$ cat config.mk
export PLATFORM = sky130hd
export DESIGN_NAME = cgc_top
export DESIGN_NICKNAME = d
export VERILOG_FILES = /design/src/logic/cgc_pkg.sv /design/src/logic/cgc_div_if.sv /design/src/logic/cgc_div_bank.sv /design/src/logic/cgc_top.sv
export SDC_FILE = /design/constraint.sdc
export NUM_CORES = 1
export LEC_CHECK = 0
export BUFFER_PORTS_ARGS = -buffer_cell sky130_fd_sc_hd__buf_2
export CAP_MARGIN = 0
export CORE_ASPECT_RATIO = 0.7
export CORE_MARGIN = 8
export CORE_UTILIZATION = 35
export DETAILED_ROUTE_END_ITERATION = 10
export PLACE_DENSITY_LB_ADDON = 0.1
export REMOVE_ABC_BUFFERS = 1
export SYNTH_ARGS = -nofsm -noshare
export SYNTH_HDL_FRONTEND = slang
export SYNTH_SLANG_ARGS = --single-unit
$ cat constraint.sdc
create_clock -name clk -period 2.8 [get_ports clk]
set_clock_uncertainty 0.15 [all_clocks]
set_input_delay 0.56 -clock clk [delete_from_list [all_inputs] [get_ports clk]]
set_output_delay 0.56 -clock clk [all_outputs]
set_load 0.005 [all_outputs]
$ cat src/logic/cgc_pkg.sv
// Package: register map, field layouts and constants of the clock generation control
package cgc_pkg;
  // Register byte offsets
  localparam logic [7:0] OFF_SRC_CTRL = 8'h00;
  localparam logic [7:0] OFF_PLL_CTRL = 8'h04;
  localparam logic [7:0] OFF_DIV_CTRL = 8'h08;
  localparam logic [7:0] OFF_MEM_WAIT = 8'h0c;
  localparam logic [7:0] OFF_MSTOP_A = 8'h10;
  localparam logic [7:0] OFF_MSTOP_D = 8'h14;
  localparam logic [7:0] OFF_STATUS = 8'h18;
  localparam logic [7:0] OFF_IRQ_EN = 8'h1c;
  localparam logic [7:0] OFF_IRQ_CLR = 8'h20;
  localparam logic [7:0] OFF_CUR_SRC = 8'h24;

  // Clock source select codes
  typedef enum logic [1:0] {
    CGC_SRC_LOW_OSC = 2'h0,
    CGC_SRC_HIGH_OSC = 2'h1,
    CGC_SRC_MAIN = 2'h2,
    CGC_SRC_PLL = 2'h3
  } cgc_src_t;

  // PLL control fields
  localparam int PLL_MUL_LSB = 8;
  localparam int PLL_MUL_W = 6;
  localparam int PLL_REF_BIT = 4;
  localparam int PLL_EN_BIT = 0;
  // Multiplier code = 2*factor - 1 : x10 .. x30 in 0.5 steps
  localparam logic [5:0] PLL_MUL_MIN = 6'h13;
  localparam logic [5:0] PLL_MUL_MAX = 6'h3b;
  localparam logic [5:0] PLL_MUL_RST = 6'h13;

  // Status bits
  localparam int ST_OSC_STOP = 0;
  localparam int ST_SW_DONE = 1;
  localparam int ST_MUL_ERR = 2;
  localparam int ST_W = 3;

  // Divider fields: 3 bits each, log2 of the division ratio
  localparam int DIV_W = 3;
  localparam int DIV_N = 7;

  // Module-stop masks for all-module clock stop
  localparam logic [31:0] MSTOP_A_ALL = 32'h2900_0000;
  localparam logic [31:0] MSTOP_D_ALL = 32'h0000_00ff;
  localparam logic [31:0] MSTOP_RST = 32'hffff_ffff;

  // Changeover settle: clocks of quiet before and after a switch
  localparam int SW_GAP_NS = 40;
  localparam int CLK_NS = 5;
  localparam logic [3:0] SW_GAP_CYC = 4'((SW_GAP_NS + CLK_NS - 1) / CLK_NS);

  typedef enum logic [1:0] {
    CGC_RUN,
    CGC_GATE_OFF,
    CGC_GATE_ON
  } cgc_sw_state_t;
endpackage

$ cat src/logic/cgc_div_if.sv
// Interface: divider settings and clock enables between control and divider bank
`timescale 1ns/1ps
interface cgc_div_if;
  logic [cgc_pkg::DIV_N*cgc_pkg::DIV_W-1:0] ratio;
  logic gate;
  logic [cgc_pkg::DIV_N-1:0] tick;
  modport ctrl (output ratio, output gate, input tick);
  modport div (input ratio, input gate, output tick);
endinterface

$ cat src/logic/cgc_div_bank.sv
// Divider bank: one clock-enable tick per derived clock domain
`timescale 1ns/1ps
module cgc_div_bank
  import cgc_pkg::*;
(
  input wire logic clk,
  input wire logic sys_rst,
  cgc_div_if.div dv
);
  logic [6:0] base_cnt;
  logic [DIV_N-1:0] next_tick;

  // Tick each 2**ratio base cycles; gated ticks produce no partial pulse
  always_comb begin
    for (int i = 0; i < DIV_N; i++) begin
      next_tick[i] = ~dv.gate &
        ((base_cnt & ((7'h1 << dv.ratio[i*DIV_W +: DIV_W]) - 7'h1)) == 7'h0);
    end
  end

  always_ff @(posedge clk) begin
    if (sys_rst) begin
      base_cnt <= 7'h0;
      dv.tick <= '0;
    end else begin
      base_cnt <= dv.gate ? 7'h0 : base_cnt + 7'h1;
      dv.tick <= next_tick;
    end
  end

  a_gate_no_tick: assert property (@(posedge clk) disable iff (sys_rst)
    $past(dv.gate) |-> dv.tick == '0) else $error("tick while gated");
endmodule

$ cat src/logic/cgc_top.sv
// Clock generation control: source select, PLL, oscillator-stop fallback, module stop
// Operation
// - Main oscillator stop switches system clock to low-speed internal oscillator.
// - No fallback when PLL from high-speed oscillator drives the system clock.
// - PLL multiplier ten to thirty in half steps; others unsupported.
// - Software may switch system clock to or from PLL at run time.
// - Timers count on timer clock; their bus runs on fast peripheral clock.
`timescale 1ns/1ps
module cgc_top
  import cgc_pkg::*;
(
  input wire logic clk,
  input wire logic sys_rst,
  input wire logic psel,
  input wire logic penable,
  input wire logic pwrite,
  input wire logic [7:0] paddr,
  input wire logic [31:0] pwdata,
  output logic [31:0] prdata,
  output logic pready,
  output logic pslverr,
  input wire logic main_osc_stopped,
  output cgc_pkg::cgc_src_t clk_src_sel,
  output logic [5:0] pll_multiplier_field,
  output logic pll_enable,
  output logic pll_ref_high_osc,
  output logic [3:0] memory_wait_cycle_setting,
  output logic [cgc_pkg::DIV_N-1:0] clk_tick,
  output logic [31:0] module_stop_a,
  output logic [31:0] module_stop_d,
  output logic all_module_stop_ok,
  output logic irq
);
  // ------------------------------------------------------------
  // Bus decode
  // ------------------------------------------------------------
  logic [1:0] src_req;
  logic [15:0] pll_ctrl;
  logic [DIV_N*DIV_W-1:0] div_ctrl;
  logic [3:0] mem_wait;
  logic [31:0] mstop_a;
  logic [31:0] mstop_d;
  logic [ST_W-1:0] status;
  logic [ST_W-1:0] irq_en;
  cgc_src_t cur_src;
  cgc_sw_state_t sw_state;
  logic [3:0] gap_cnt;
  logic osc_stop_seen;
  cgc_src_t target_src;

  wire wr_en = psel & penable & pwrite;
  wire rd_ok = (paddr[1:0] == 2'h0) && (paddr <= OFF_CUR_SRC);
  wire wr_src = wr_en & (paddr == OFF_SRC_CTRL);
  wire wr_pll = wr_en & (paddr == OFF_PLL_CTRL);
  wire wr_div = wr_en & (paddr == OFF_DIV_CTRL);
  wire wr_wait = wr_en & (paddr == OFF_MEM_WAIT);
  wire wr_ma = wr_en & (paddr == OFF_MSTOP_A);
  wire wr_md = wr_en & (paddr == OFF_MSTOP_D);
  wire wr_ien = wr_en & (paddr == OFF_IRQ_EN);
  wire wr_clr = wr_en & (paddr == OFF_IRQ_CLR);

  assign pready = 1'b1;
  assign pslverr = psel & penable & ~rd_ok;

  // Half-step multiplier range check
  function automatic logic mul_ok(input logic [5:0] m);
    mul_ok = (m >= PLL_MUL_MIN) && (m <= PLL_MUL_MAX);
  endfunction

  wire [5:0] wr_mul = pwdata[PLL_MUL_LSB +: PLL_MUL_W];
  wire mul_bad = wr_pll & ~mul_ok(wr_mul);

  always_ff @(posedge clk) begin
    if (sys_rst) begin
      prdata <= 32'h0;
    end else if (psel & ~penable & ~pwrite) begin
      unique case (paddr)
        OFF_SRC_CTRL: prdata <= {30'h0, src_req};
        OFF_PLL_CTRL: prdata <= {16'h0, pll_ctrl};
        OFF_DIV_CTRL: prdata <= {11'h0, div_ctrl};
        OFF_MEM_WAIT: prdata <= {28'h0, mem_wait};
        OFF_MSTOP_A: prdata <= mstop_a;
        OFF_MSTOP_D: prdata <= mstop_d;
        OFF_STATUS: prdata <= {29'h0, status};
        OFF_IRQ_EN: prdata <= {29'h0, irq_en};
        OFF_CUR_SRC: prdata <= {30'h0, cur_src};
        default: prdata <= 32'h0;
      endcase
    end
  end

  // ------------------------------------------------------------
  // Control registers
  // ------------------------------------------------------------
  always_ff @(posedge clk) begin
    if (sys_rst) begin
      src_req <= CGC_SRC_LOW_OSC;
      pll_ctrl <= {2'h0, PLL_MUL_RST, 8'h0};
      div_ctrl <= '0;
      mem_wait <= 4'h0;
      mstop_a <= MSTOP_RST;
      mstop_d <= MSTOP_RST;
      irq_en <= '0;
    end else begin
      if (wr_src) src_req <= pwdata[1:0];
      if (wr_pll && !mul_bad) pll_ctrl <= {2'h0, wr_mul, 3'h0, pwdata[PLL_REF_BIT], 3'h0, pwdata[PLL_EN_BIT]};
      if (wr_div) div_ctrl <= pwdata[DIV_N*DIV_W-1:0];
      if (wr_wait) mem_wait <= pwdata[3:0];
      if (wr_ma) mstop_a <= pwdata;
      if (wr_md) mstop_d <= pwdata;
      if (wr_ien) irq_en <= pwdata[ST_W-1:0];
    end
  end

  assign pll_multiplier_field = pll_ctrl[PLL_MUL_LSB +: PLL_MUL_W];
  assign pll_enable = pll_ctrl[PLL_EN_BIT];
  assign pll_ref_high_osc = pll_ctrl[PLL_REF_BIT];
  assign memory_wait_cycle_setting = mem_wait;
  assign module_stop_a = mstop_a;
  assign module_stop_d = mstop_d;
  assign all_module_stop_ok = ((mstop_a & MSTOP_A_ALL) == MSTOP_A_ALL) &&
    ((mstop_d & MSTOP_D_ALL) == MSTOP_D_ALL);

  // ------------------------------------------------------------
  // Source changeover
  // ------------------------------------------------------------
  wire pll_int_run = (cur_src == CGC_SRC_PLL) & pll_ref_high_osc;
  wire fallback = osc_stop_seen & ~pll_int_run;
  wire main_based = (cur_src == CGC_SRC_MAIN) | ((cur_src == CGC_SRC_PLL) & ~pll_ref_high_osc);
  wire need_fb = main_osc_stopped & main_based & ~pll_int_run;

  always_comb begin
    if (fallback) target_src = CGC_SRC_LOW_OSC;
    else target_src = cgc_src_t'(src_req);
  end

  // Gate all derived ticks, switch, then release: no short pulses
  always_ff @(posedge clk) begin
    if (sys_rst) begin
      sw_state <= CGC_RUN;
      cur_src <= CGC_SRC_LOW_OSC;
      gap_cnt <= 4'h0;
      osc_stop_seen <= 1'b0;
    end else begin
      if (need_fb) osc_stop_seen <= 1'b1;
      else if (src_req != CGC_SRC_MAIN && src_req != CGC_SRC_PLL) osc_stop_seen <= 1'b0;
      unique case (sw_state)
        CGC_RUN: begin
          if (target_src != cur_src) begin
            sw_state <= CGC_GATE_OFF;
            gap_cnt <= SW_GAP_CYC;
          end
        end
        CGC_GATE_OFF: begin
          if (gap_cnt == 4'h0) begin
            cur_src <= target_src;
            sw_state <= CGC_GATE_ON;
            gap_cnt <= SW_GAP_CYC;
          end else begin
            gap_cnt <= gap_cnt - 4'h1;
          end
        end
        CGC_GATE_ON: begin
          if (gap_cnt == 4'h0) sw_state <= CGC_RUN;
          else gap_cnt <= gap_cnt - 4'h1;
        end
      endcase
    end
  end

  assign clk_src_sel = cur_src;

  // ------------------------------------------------------------
  // Divider bank: timer/fast clocks gated together
  // ------------------------------------------------------------
  cgc_div_if div_bus ();
  assign div_bus.ratio = div_ctrl;
  assign div_bus.gate = (sw_state != CGC_RUN);
  assign clk_tick = div_bus.tick;

  cgc_div_bank u_div (
    .clk(clk),
    .sys_rst(sys_rst),
    .dv(div_bus)
  );

  // ------------------------------------------------------------
  // Interrupt status
  // ------------------------------------------------------------
  wire sw_done = (sw_state == CGC_GATE_ON) && (gap_cnt == 4'h0);
  wire [ST_W-1:0] ev = {mul_bad, sw_done, need_fb & ~osc_stop_seen};
  wire [ST_W-1:0] clr = wr_clr ? pwdata[ST_W-1:0] : '0;

  always_ff @(posedge clk) begin
    if (sys_rst) status <= '0;
    else status <= ev | (status & ~clr);
  end

  assign irq = |(status & irq_en);

  // ------------------------------------------------------------
  // Checks
  // ------------------------------------------------------------
  a_fallback_low_osc: assert property (@(posedge clk) disable iff (sys_rst)
    (need_fb && sw_state == CGC_RUN && cur_src != CGC_SRC_LOW_OSC) |-> ##[1:24] cur_src == CGC_SRC_LOW_OSC)
    else $error("no fallback to low-speed oscillator");
  a_int_pll_kept: assert property (@(posedge clk) disable iff (sys_rst)
    (pll_int_run && src_req == CGC_SRC_PLL && !wr_src && !wr_pll) |=> cur_src == CGC_SRC_PLL)
    else $error("high-speed PLL source dropped");
  a_mul_in_range: assert property (@(posedge clk) disable iff (sys_rst)
    mul_ok(pll_multiplier_field)) else $error("multiplier out of range");
  a_mul_bad_kept: assert property (@(posedge clk) disable iff (sys_rst)
    mul_bad |=> $stable(pll_multiplier_field) && status[ST_MUL_ERR])
    else $error("bad multiplier accepted");
  a_switch_gated: assert property (@(posedge clk) disable iff (sys_rst)
    $changed(cur_src) |-> div_bus.gate && $past(div_bus.gate)) else $error("ungated switch");
  a_switch_follows: assert property (@(posedge clk) disable iff (sys_rst)
    (wr_src && pwdata[1:0] == CGC_SRC_PLL && !osc_stop_seen && !main_osc_stopped)
      |-> ##[1:24] cur_src == CGC_SRC_PLL) else $error("switch not taken");
  a_stop_ok: assert property (@(posedge clk) disable iff (sys_rst)
    all_module_stop_ok |-> mstop_a[24] && mstop_a[27] && mstop_a[29] && mstop_d[7:0] == 8'hff)
    else $error("module stop flag wrong");
  a_irq_level: assert property (@(posedge clk) disable iff (sys_rst)
    ((ev & irq_en) != '0 && !wr_ien) |=> irq) else $error("interrupt missed");
endmodule

==> out/qor.txt, run 1 <==
register area share after synthesis: 0.421
final setup fails: 0
Slew Viols, Final: 0
RSZ-0062 raised after global routing: no
Hold Fails Final Rpt: 0
max cap viols: 0
first-pass GRT wire length: 41300 µm
worst hold slack: 0.204 ns
post_cts resized: 0
Worst setup EP type: output pin
Starting Density: 0.354
First-pass DRT Iterations: 5
Worst EP required: 2.09 ns
clock slew seen by the registers of the worst setup and hold paths: 0.07 ns
initial antenna violation count: 1
Final HPWL DP: 18600 µm
Period minus WS final: 2.39 ns
Synth Warn #: 0
Overflow after GRT: 0
Overall Global Routing Usage: 0.194
core area: 0.0215 mm²
Max IR drop VDD: 0.393 mV
hold buffers post-CTS: 0
Met3 Routed Length: 1940 µm
synth-to-layout area growth: 23.0%
Slew HR: 0.540
clk buf depth: 2
DR vias/cell: 5.30
Cells on Worst Hold Path: 3
Tightest Pin Transition: 0.685 ns
post-route ant nets: 0
DRT Wirelength: 26200 µm
die area: 0.0268 mm²
Critical Path AT: 1.68 ns
HP Class: in -> reg
floorplan row count: 45
Final period util: 0.853
post-synthesis sequential element count: 160
RR Endpoint: u_div.dv.tick[6]
R2R setup slack: 0.59 ns
ys async rst share: 0
CTS Buf Count: 17
Die Span X: 192 µm
RR Startpoint: div_bus.ratio[20]
CTS tree: yes
Post-route DRC: 0
Ant. Diodes: 0
Post-Synthesis Cell Area: 0.00761 mm²
ys flop type: dfxtp_1
Final nets: 1132
Max Used Layer: met5
CP Max Fanout: 9
metal2 WL: 10900 µm
vias in the first global route: 6978
DRT iter0 DRCs: 568
crit path kind: in -> out
Worst Hold End: module_stop_a[31]
Post-CTS Setup Bufs: 0
Post-synth EDFFs: 0
share of cells above drive strength 1: 0.227
Clock Latency Late Sink: 0.43 ns
# port buffers: 165
Final Worst Setup Slack: 0.412 ns
routed len/inst: 19.1 µm
Max Fclk: 419 MHz
leakage dissipation: 0.00409 µW
Boundary Pins: 167
setup TNS: 0 ns
pwr/cell area: 577 mW/mm²
Die Height: 139 µm
syn avg cell area: 8.17 µm²
Place WS: 0.271 ns
Distinct cells, synth: 69
Root Buffer: clkbuf_16
number of fill cells: 2204
CTS HTree Levels: 4
startpoint types: input port
status: completed
Worst Reg-to-Reg Cells: 6
TritonCTS Sinks: 160
HP Start: pwdata[31]
largest net degree at the start of global routing: 79
GPL Wtd Cong: 0.834
Cells after Synth: 932
Via Count: 7263
M1 WL: 13300 µm
[critical path, stage by stage]
cell and delay, ns:
buf_2 0.17, nor3_1 0.60, a31oi_1 0.18, buf_2 0.17
[where the power goes]
part | total, µW | switching (µW) | internal, µW
clock | 2380 | 1030 | 1350
sequential | 2400 | 52.7 | 2350
combinational | 615 | 367 | 248
[per-layer routing]
| layer | vias to the layer above | track usage |
|---|---|---|
| li1 | 3557 | - |
| met1 | 3490 | 0.288 |
| met2 | 201 | 0.277 |
| met3 | 13 | 0.0529 |
| met4 | 2 | 0.0293 |
| met5 | - | 0 |
[cells by family (layout without fill, tap and decap cells)]
kind of cell,Yosys count,count (layout),share of synthesized area
AND/OR/NAND/NOR,438,438,0.282
AO/OA/AOI/OAI,180,180,0.162
flip-flops,160,160,0.421
buffers and inverters,94,251,0.0522
multiplexers,45,45,0.0623
adder cells (fa/ha/maj),9,9,0.0148
XOR/XNOR,5,5,0.00575
other,1,1,0.000492
[worst max-delay path by stage]
stage / start / endpoint / slack, ns / cells past startpoint
after floorplan: paddr[5] / module_stop_a[0] / 0.23 / 5
after global placement: paddr[2] / module_stop_a[1] / 0.29 / 8
after detailed placement: paddr[2] / module_stop_a[28] / 0.27 / 8
after CTS: paddr[3] / pslverr / 0.41 / 4
after global routing: paddr[4] / pslverr / 0.34 / 4
final: paddr[3] / pslverr / 0.41 / 4
[synthesized netlist by cell type, types with 5 or more instances]
library cell	n	area, µm²
mux2i_1	38	380
a222oi_1	9	90.1
clkbuf_1	48	180
inv_1	20	75.1
a22oi_1	15	113
o21ai_0	25	125
buf_2	17	85.1
a211oi_1	7	52.6
o2bb2ai_1	11	96.3
a22o_1	8	70.1
nand2_1	211	792
nand3_1	18	90.1
ha_1	9	113
mux2_2	6	67.6
nor2_1	68	255
nand2b_1	8	50.1
a21o_1	6	45.0
nand3b_1	72	541
a221oi_1	5	43.8
dfxtp_1	160	3200
a21oi_1	56	280
a31oi_1	6	37.5
nor2b_1	5	31.3
nor3_1	20	100
and3_1	11	68.8
[registers in the layout, indices dropped and copies added, names as in the netlist]
| register | cells |
|---|---|
| gap_cnt | 4 |
| pll_ctrl | 8 |
| osc_stop_seen | 1 |
| src_req | 2 |
| module_stop_d | 32 |
| module_stop_a | 32 |
| sw_state | 2 |
| u_div.base_cnt | 7 |
| clk_src_sel | 2 |
| div_bus.ratio | 21 |
| irq_en | 3 |
| u_div.dv.tick | 7 |
| memory_wait_cycle_setting | 4 |
| status | 3 |
| prdata | 32 |
[layout by cell type, fill, tap and decap left out, types with 15 or more instances in the layout]
master and count:
nand2_1 211, buf_2 164, dfxtp_1 160, nand3b_1 72
nor2_1 68, a21oi_1 56, mux2i_1 38, buf_4 33
o21ai_0 25, inv_1 20, nor3_1 20, nand3_1 18
clkbuf_16 17, a22oi_1 15
[per-stage QoR]
step,instance area [µm²],util,power (µW),cells
2_1_floorplan,7290,-,2760,858
3_3_place_gp,8770,0.408,3080,1340
5_1_grt,9360,0.435,5640,1371
3_5_place_dp,8770,0.408,3070,1340
4_1_cts,9360,0.435,5470,1371
6_report,9360,0.435,5400,1371
[area by class of cell]
type | instances | area (µm²) | share of cell area
clock inverters | 13 | 150 | 0.0160
inverters | 20 | 75.1 | 0.00802
flip-flops and latches | 160 | 3200 | 0.342
repair buffers | 200 | 1130 | 0.121
multi-input cells | 678 | 4010 | 0.429
clock buffers | 18 | 439 | 0.0469
well taps | 282 | 353 | 0.0377
Power figures use the tool's default switching activity.
==> inputs of run 2 (changes only) <==
--- a/config.mk
+++ b/config.mk
@@ -11,7 +11,7 @@
 export CORE_MARGIN = 8
 export CORE_UTILIZATION = 35
 export DETAILED_ROUTE_END_ITERATION = 10
-export PLACE_DENSITY_LB_ADDON = 0.1
+export PLACE_DENSITY = 0.6
 export REMOVE_ABC_BUFFERS = 1
 export SYNTH_ARGS = -nofsm -noshare
 export SYNTH_HDL_FRONTEND = slang
==> out/qor.txt, run 2 (synthesis gave the netlist of run 1 again) <==
Via Count: 7218
vias in the first global route: 7100
CTS Buf Count: 17
Hold Fails Final Rpt: 0
initial antenna violation count: 0
die area: 0.0268 mm²
R2R setup slack: 0.57 ns
commonest cells after routing, fill and taps aside: nand2_1 (211), buf_2 (164), dfxtp_1 (160)
largest net degree at the start of global routing: 149
Starting Density: 0.354
CTS tree: yes
GPL Wtd Cong: 0.903
Ant. Diodes: 0
CP cell instances: buf_2 > nor3_1 > a31oi_1 > buf_2
Worst Hold End: module_stop_a[28]
Period minus WS final: 2.26 ns
Post-route DRC: 0
synth-to-layout area growth: 22.3%
Place WS: 0.347 ns
clock slew seen by the registers of the worst setup and hold paths: 0.07 ns
Final Worst Setup Slack: 0.535 ns
Final period util: 0.809
Die Span X: 192 µm
slowest stage delay, CP: 0.50 ns
Final nets: 1125
Overflow after GRT: 0
Max IR drop VDD: 0.379 mV
hold buffers post-CTS: 0
HP Start: pwdata[28]
Slew HR: 0.489
Overall Global Routing Usage: 0.190
DRT Wirelength: 25500 µm
Tightest Pin Transition: 0.767 ns
pwr/cell area: 573 mW/mm²
Clock Latency Late Sink: 0.42 ns
Crit path max-delay family: simple AND/OR/NAND/NOR gates
placed cell areas: 0.00872 mm²
First-pass DRT Iterations: 6
CP Max Fanout: 7
Root Buffer: clkbuf_16
setup TNS: 0 ns
final setup fails: 0
Cells on Worst Hold Path: 3
post-route ant nets: 0
post_cts resized: 0
cell mode on critical path: buf_2
routed len/inst: 18.7 µm
Crit-path slowest cell: nor3_1
core area: 0.0215 mm²
share of cells above drive strength 1: 0.222
clk buf depth: 2
RR Startpoint: div_bus.ratio[20]
leakage dissipation: 0.00404 µW
Die Height: 139 µm
Worst EP required: 2.09 ns
max cap viols: 0
final instance area: 0.00931 mm²
floorplan row count: 45
Post-CTS Setup Bufs: 0
Final HPWL DP: 17600 µm
Critical Path AT: 1.55 ns
CTS HTree Levels: 4
crit path kind: in -> out
startpoint types: input port
status: completed
RSZ-0062 raised after global routing: no
HP Class: in -> reg
Boundary Pins: 167
first-pass GRT wire length: 40900 µm
DRT iter0 DRCs: 576
leading cell type in the layout, fill and taps excluded: nand2_1
worst hold slack: 0.201 ns
# port buffers: 165
TritonCTS Sinks: 160
DR vias/cell: 5.29
Buf/Inv on CP: 2
Max Fclk: 442 MHz
Slew Viols, Final: 0
Worst Reg-to-Reg Cells: 5
Worst setup EP type: output pin
RR Endpoint: u_div.dv.tick[6]
-- run 2: changes by cell type in the layout (fill, tap and decap cells not counted) --
| cell | delta |
|---|---|
| clkbuf_8 | +1 |
| clkinvlp_4 | +4 |
| buf_4 | -7 |
| inv_6 | -4 |
| clkbuf_1 | +1 |
| inv_8 | -1 |
-- run 2: routing by layer --
metal	track usage	wire (µm)	vias up
li1	-	-	3546
met1	0.272	12500	3418
met2	0.275	10900	239
met3	0.0544	1790	15
met4	0.0453	287	0
met5	0	0	-
-- run 2: worst register-to-register path: stages, from the launching register on --
cell and delay (ns):
dfxtp_1 0.38, or3_1 0.42, ha_1 0.29, inv_1 0.03
a221o_1 0.33, a2111oi_0 0.47
-- run 2: how the worst max path moves through the flow --
stage                                     to  slack, ns  depth (start not counted)               from
after floorplan             module_stop_a[0]       0.23                          5           paddr[5]
after global placement          pll_ctrl[12]       0.38                          7           paddr[5]
after detailed placement        pll_ctrl[12]       0.35                          7           paddr[5]
after CTS                 all_module_stop_ok       0.52                          3   module_stop_d[2]
after global routing        u_div.dv.tick[6]       0.46                          5  div_bus.ratio[19]
final                                pslverr       0.54                          4           paddr[4]
-- run 2: layout make-up --
| class | instances | area (µm²) |
|---|---|---|
| Fill cell | 2224 | 12200 |
| Inverter | 20 | 75.1 |
| Multi-Input combinational cell | 678 | 4010 |
| Clock inverter | 12 | 134 |
| Timing Repair Buffer | 193 | 1080 |
| Sequential cell | 160 | 3200 |
| Clock buffer | 20 | 457 |
| Tap cell | 282 | 353 |
-- run 2: report_power, final --
| part | switching, µW | total (µW) | internal [µW] | leakage, µW |
|---|---|---|---|---|
| clock network | 975 | 2340 | 1360 | 0.000275 |
| logic | 341 | 573 | 233 | 0.00247 |
| registers | 73.4 | 2430 | 2350 | 0.00129 |
| total | 1390 | 5340 | 3950 | 0.00404 |
-- run 2: metrics by stage --
| stage | cells | power [µW] | utilization |
|---|---|---|---|
| 2_1_floorplan | 858 | 2760 | - |
| 3_3_place_gp | 1333 | 3050 | 0.405 |
| 3_5_place_dp | 1333 | 3050 | 0.405 |
| 4_1_cts | 1365 | 5380 | 0.433 |
| 5_1_grt | 1365 | 5570 | 0.433 |
| 6_report | 1365 | 5340 | 0.433 |
==> inputs of run 3 (changes only) <==
--- a/config.mk
+++ b/config.mk
@@ -11,7 +11,7 @@
 export CORE_MARGIN = 8
 export CORE_UTILIZATION = 35
 export DETAILED_ROUTE_END_ITERATION = 10
-export PLACE_DENSITY = 0.6
+export PLACE_DENSITY = 0.62
 export REMOVE_ABC_BUFFERS = 1
 export SYNTH_ARGS = -nofsm -noshare
 export SYNTH_HDL_FRONTEND = slang
==> constraint.sdc (replaced) <==
create_clock -name clk -period 2 [get_ports clk]
set_clock_uncertainty 0.15 [all_clocks]
set_input_delay 0.4 -clock clk [delete_from_list [all_inputs] [get_ports clk]]
set_output_delay 0.4 -clock clk [all_outputs]
set_load 0.005 [all_outputs]
==> out/qor.txt, run 3 (synthesis gave the netlist of run 1 again) <==
Final HPWL DP: 18900 µm
Place WS: -0.127 ns
CTS tree: yes
Worst setup EP type: output pin
die area: 0.0268 mm²
clk buf depth: 2
CP Max Fanout: 3
clock slew seen by the registers of the worst setup and hold paths: 0.07 ns
Hold Fails Final Rpt: 0
status: completed
Slew HR: 0.658
Slew Viols, Final: 0
initial antenna violation count: 0
Overflow after GRT: 0
HP Class: in -> reg
DRT iter0 DRCs: 557
CP cell instances: a222oi_1 > inv_1 > buf_2
Worst Reg-to-Reg Cells: 6
Tightest Pin Transition: 0.513 ns
# port buffers: 165
share of cells above drive strength 1: 0.273
largest net degree at the start of global routing: 125
crit path launch: status[2]
CTS Buf Count: 17
RSZ-0062 raised after global routing: no
Via Count: 7509
Clock Latency Late Sink: 0.42 ns
CP endpoint: irq
worst hold slack: 0.0515 ns
RR Endpoint: gap_cnt[1]
vias in the first global route: 7215
Ant. Diodes: 0
first-pass GRT wire length: 41100 µm
total power draw: 7620 µW
hold buffers post-CTS: 0
final setup fails: 0
Max Fclk: 521 MHz
max cap viols: 0
Crit-path slowest cell: a222oi_1
post-route ant nets: 0
Final Worst Setup Slack: 0.0802 ns
Die Height: 139 µm
Overall Global Routing Usage: 0.193
synth-to-layout area growth: 29.8%
GPL Wtd Cong: 0.857
Die Span X: 192 µm
leakage dissipation: 0.00436 µW
core area: 0.0215 mm²
DR vias/cell: 5.30
slowest stage delay, CP: 0.41 ns
crit path kind: reg -> out
leading cell type in the layout, fill and taps excluded: nand2_1
TritonCTS Sinks: 160
DRT Wirelength: 26300 µm
commonest cells after routing, fill and taps aside: nand2_1 (211), buf_2 (164), dfxtp_1 (155)
pwr/cell area: 770 mW/mm²
Max IR drop VDD: 0.488 mV
Starting Density: 0.354
Post-route DRC: 0
startpoint types: flop
routed len/inst: 18.5 µm
R2R setup slack: 0.10 ns
Worst EP required: 1.45 ns
RR Startpoint: gap_cnt[0]
Final period util: 0.960
Period minus WS final: 1.92 ns
CTS HTree Levels: 4
Final nets: 1177
First-pass DRT Iterations: 6
setup TNS: 0 ns
Boundary Pins: 167
Root Buffer: clkbuf_16
Critical Path AT: 1.37 ns
floorplan row count: 45
run 3: how the worst min path moves through the flow:
stage,startpoint,end,slack (ns),cells past startpoint
2_1_floorplan,status[1],status[1],0.29,2
3_3_place_gp,prdata[31],prdata[31],0.31,2
3_5_place_dp,prdata[25],prdata[25],0.32,2
4_1_cts,pwdata[24],module_stop_d[24],0.03,3
5_1_grt,pwdata[31],module_stop_a[31],0.04,3
6_report,pwdata[26],module_stop_a[26],0.05,3
run 3: report_power, final:
group	internal [µW]	switching (µW)	leakage [µW]
registers	3290	53.2	0.00129
logic	426	583	0.00279
clock network	1850	1410	0.000284
total	5570	2040	0.00436
run 3: area by class of cell:
type	count	area, µm²
inverters	20	75.1
multi-input cells	678	4080
fillers	2158	11600
clock buffers	17	425
flip-flops and latches	160	3210
clock inverters	15	160
well taps	282	353
repair buffers	245	1580
run 3: what timing repair did:
item / CTS / global route
setup buffers: 0 / 1
pin swaps: 1 / 4
setup endpoints to repair: 2 / 10
gates cloned: 0 / 0
resized for setup: 5 / 15
run 3: routing by layer:
metal / track usage / share of wire
met5: 0 / 0
met4: 0.0453 / 0.011
met3: 0.0467 / 0.066
met2: 0.279 / 0.43
met1: 0.280 / 0.49
run 3: critical path, delay by kind of cell, from the launching register on:
family,cells,cell delay (ns)
DFF,1,0.35
buffers and inverters,2,0.20
AOI/OAI and AO/OA,1,0.41
run 3: metrics by stage:
step,cell area (µm²),utilization,instances
floorplan,7290,-,858
global placement,9220,0.429,1385
detailed placement,9220,0.429,1385
CTS,9820,0.457,1417
global route,9890,0.460,1417
finish,9890,0.460,1417
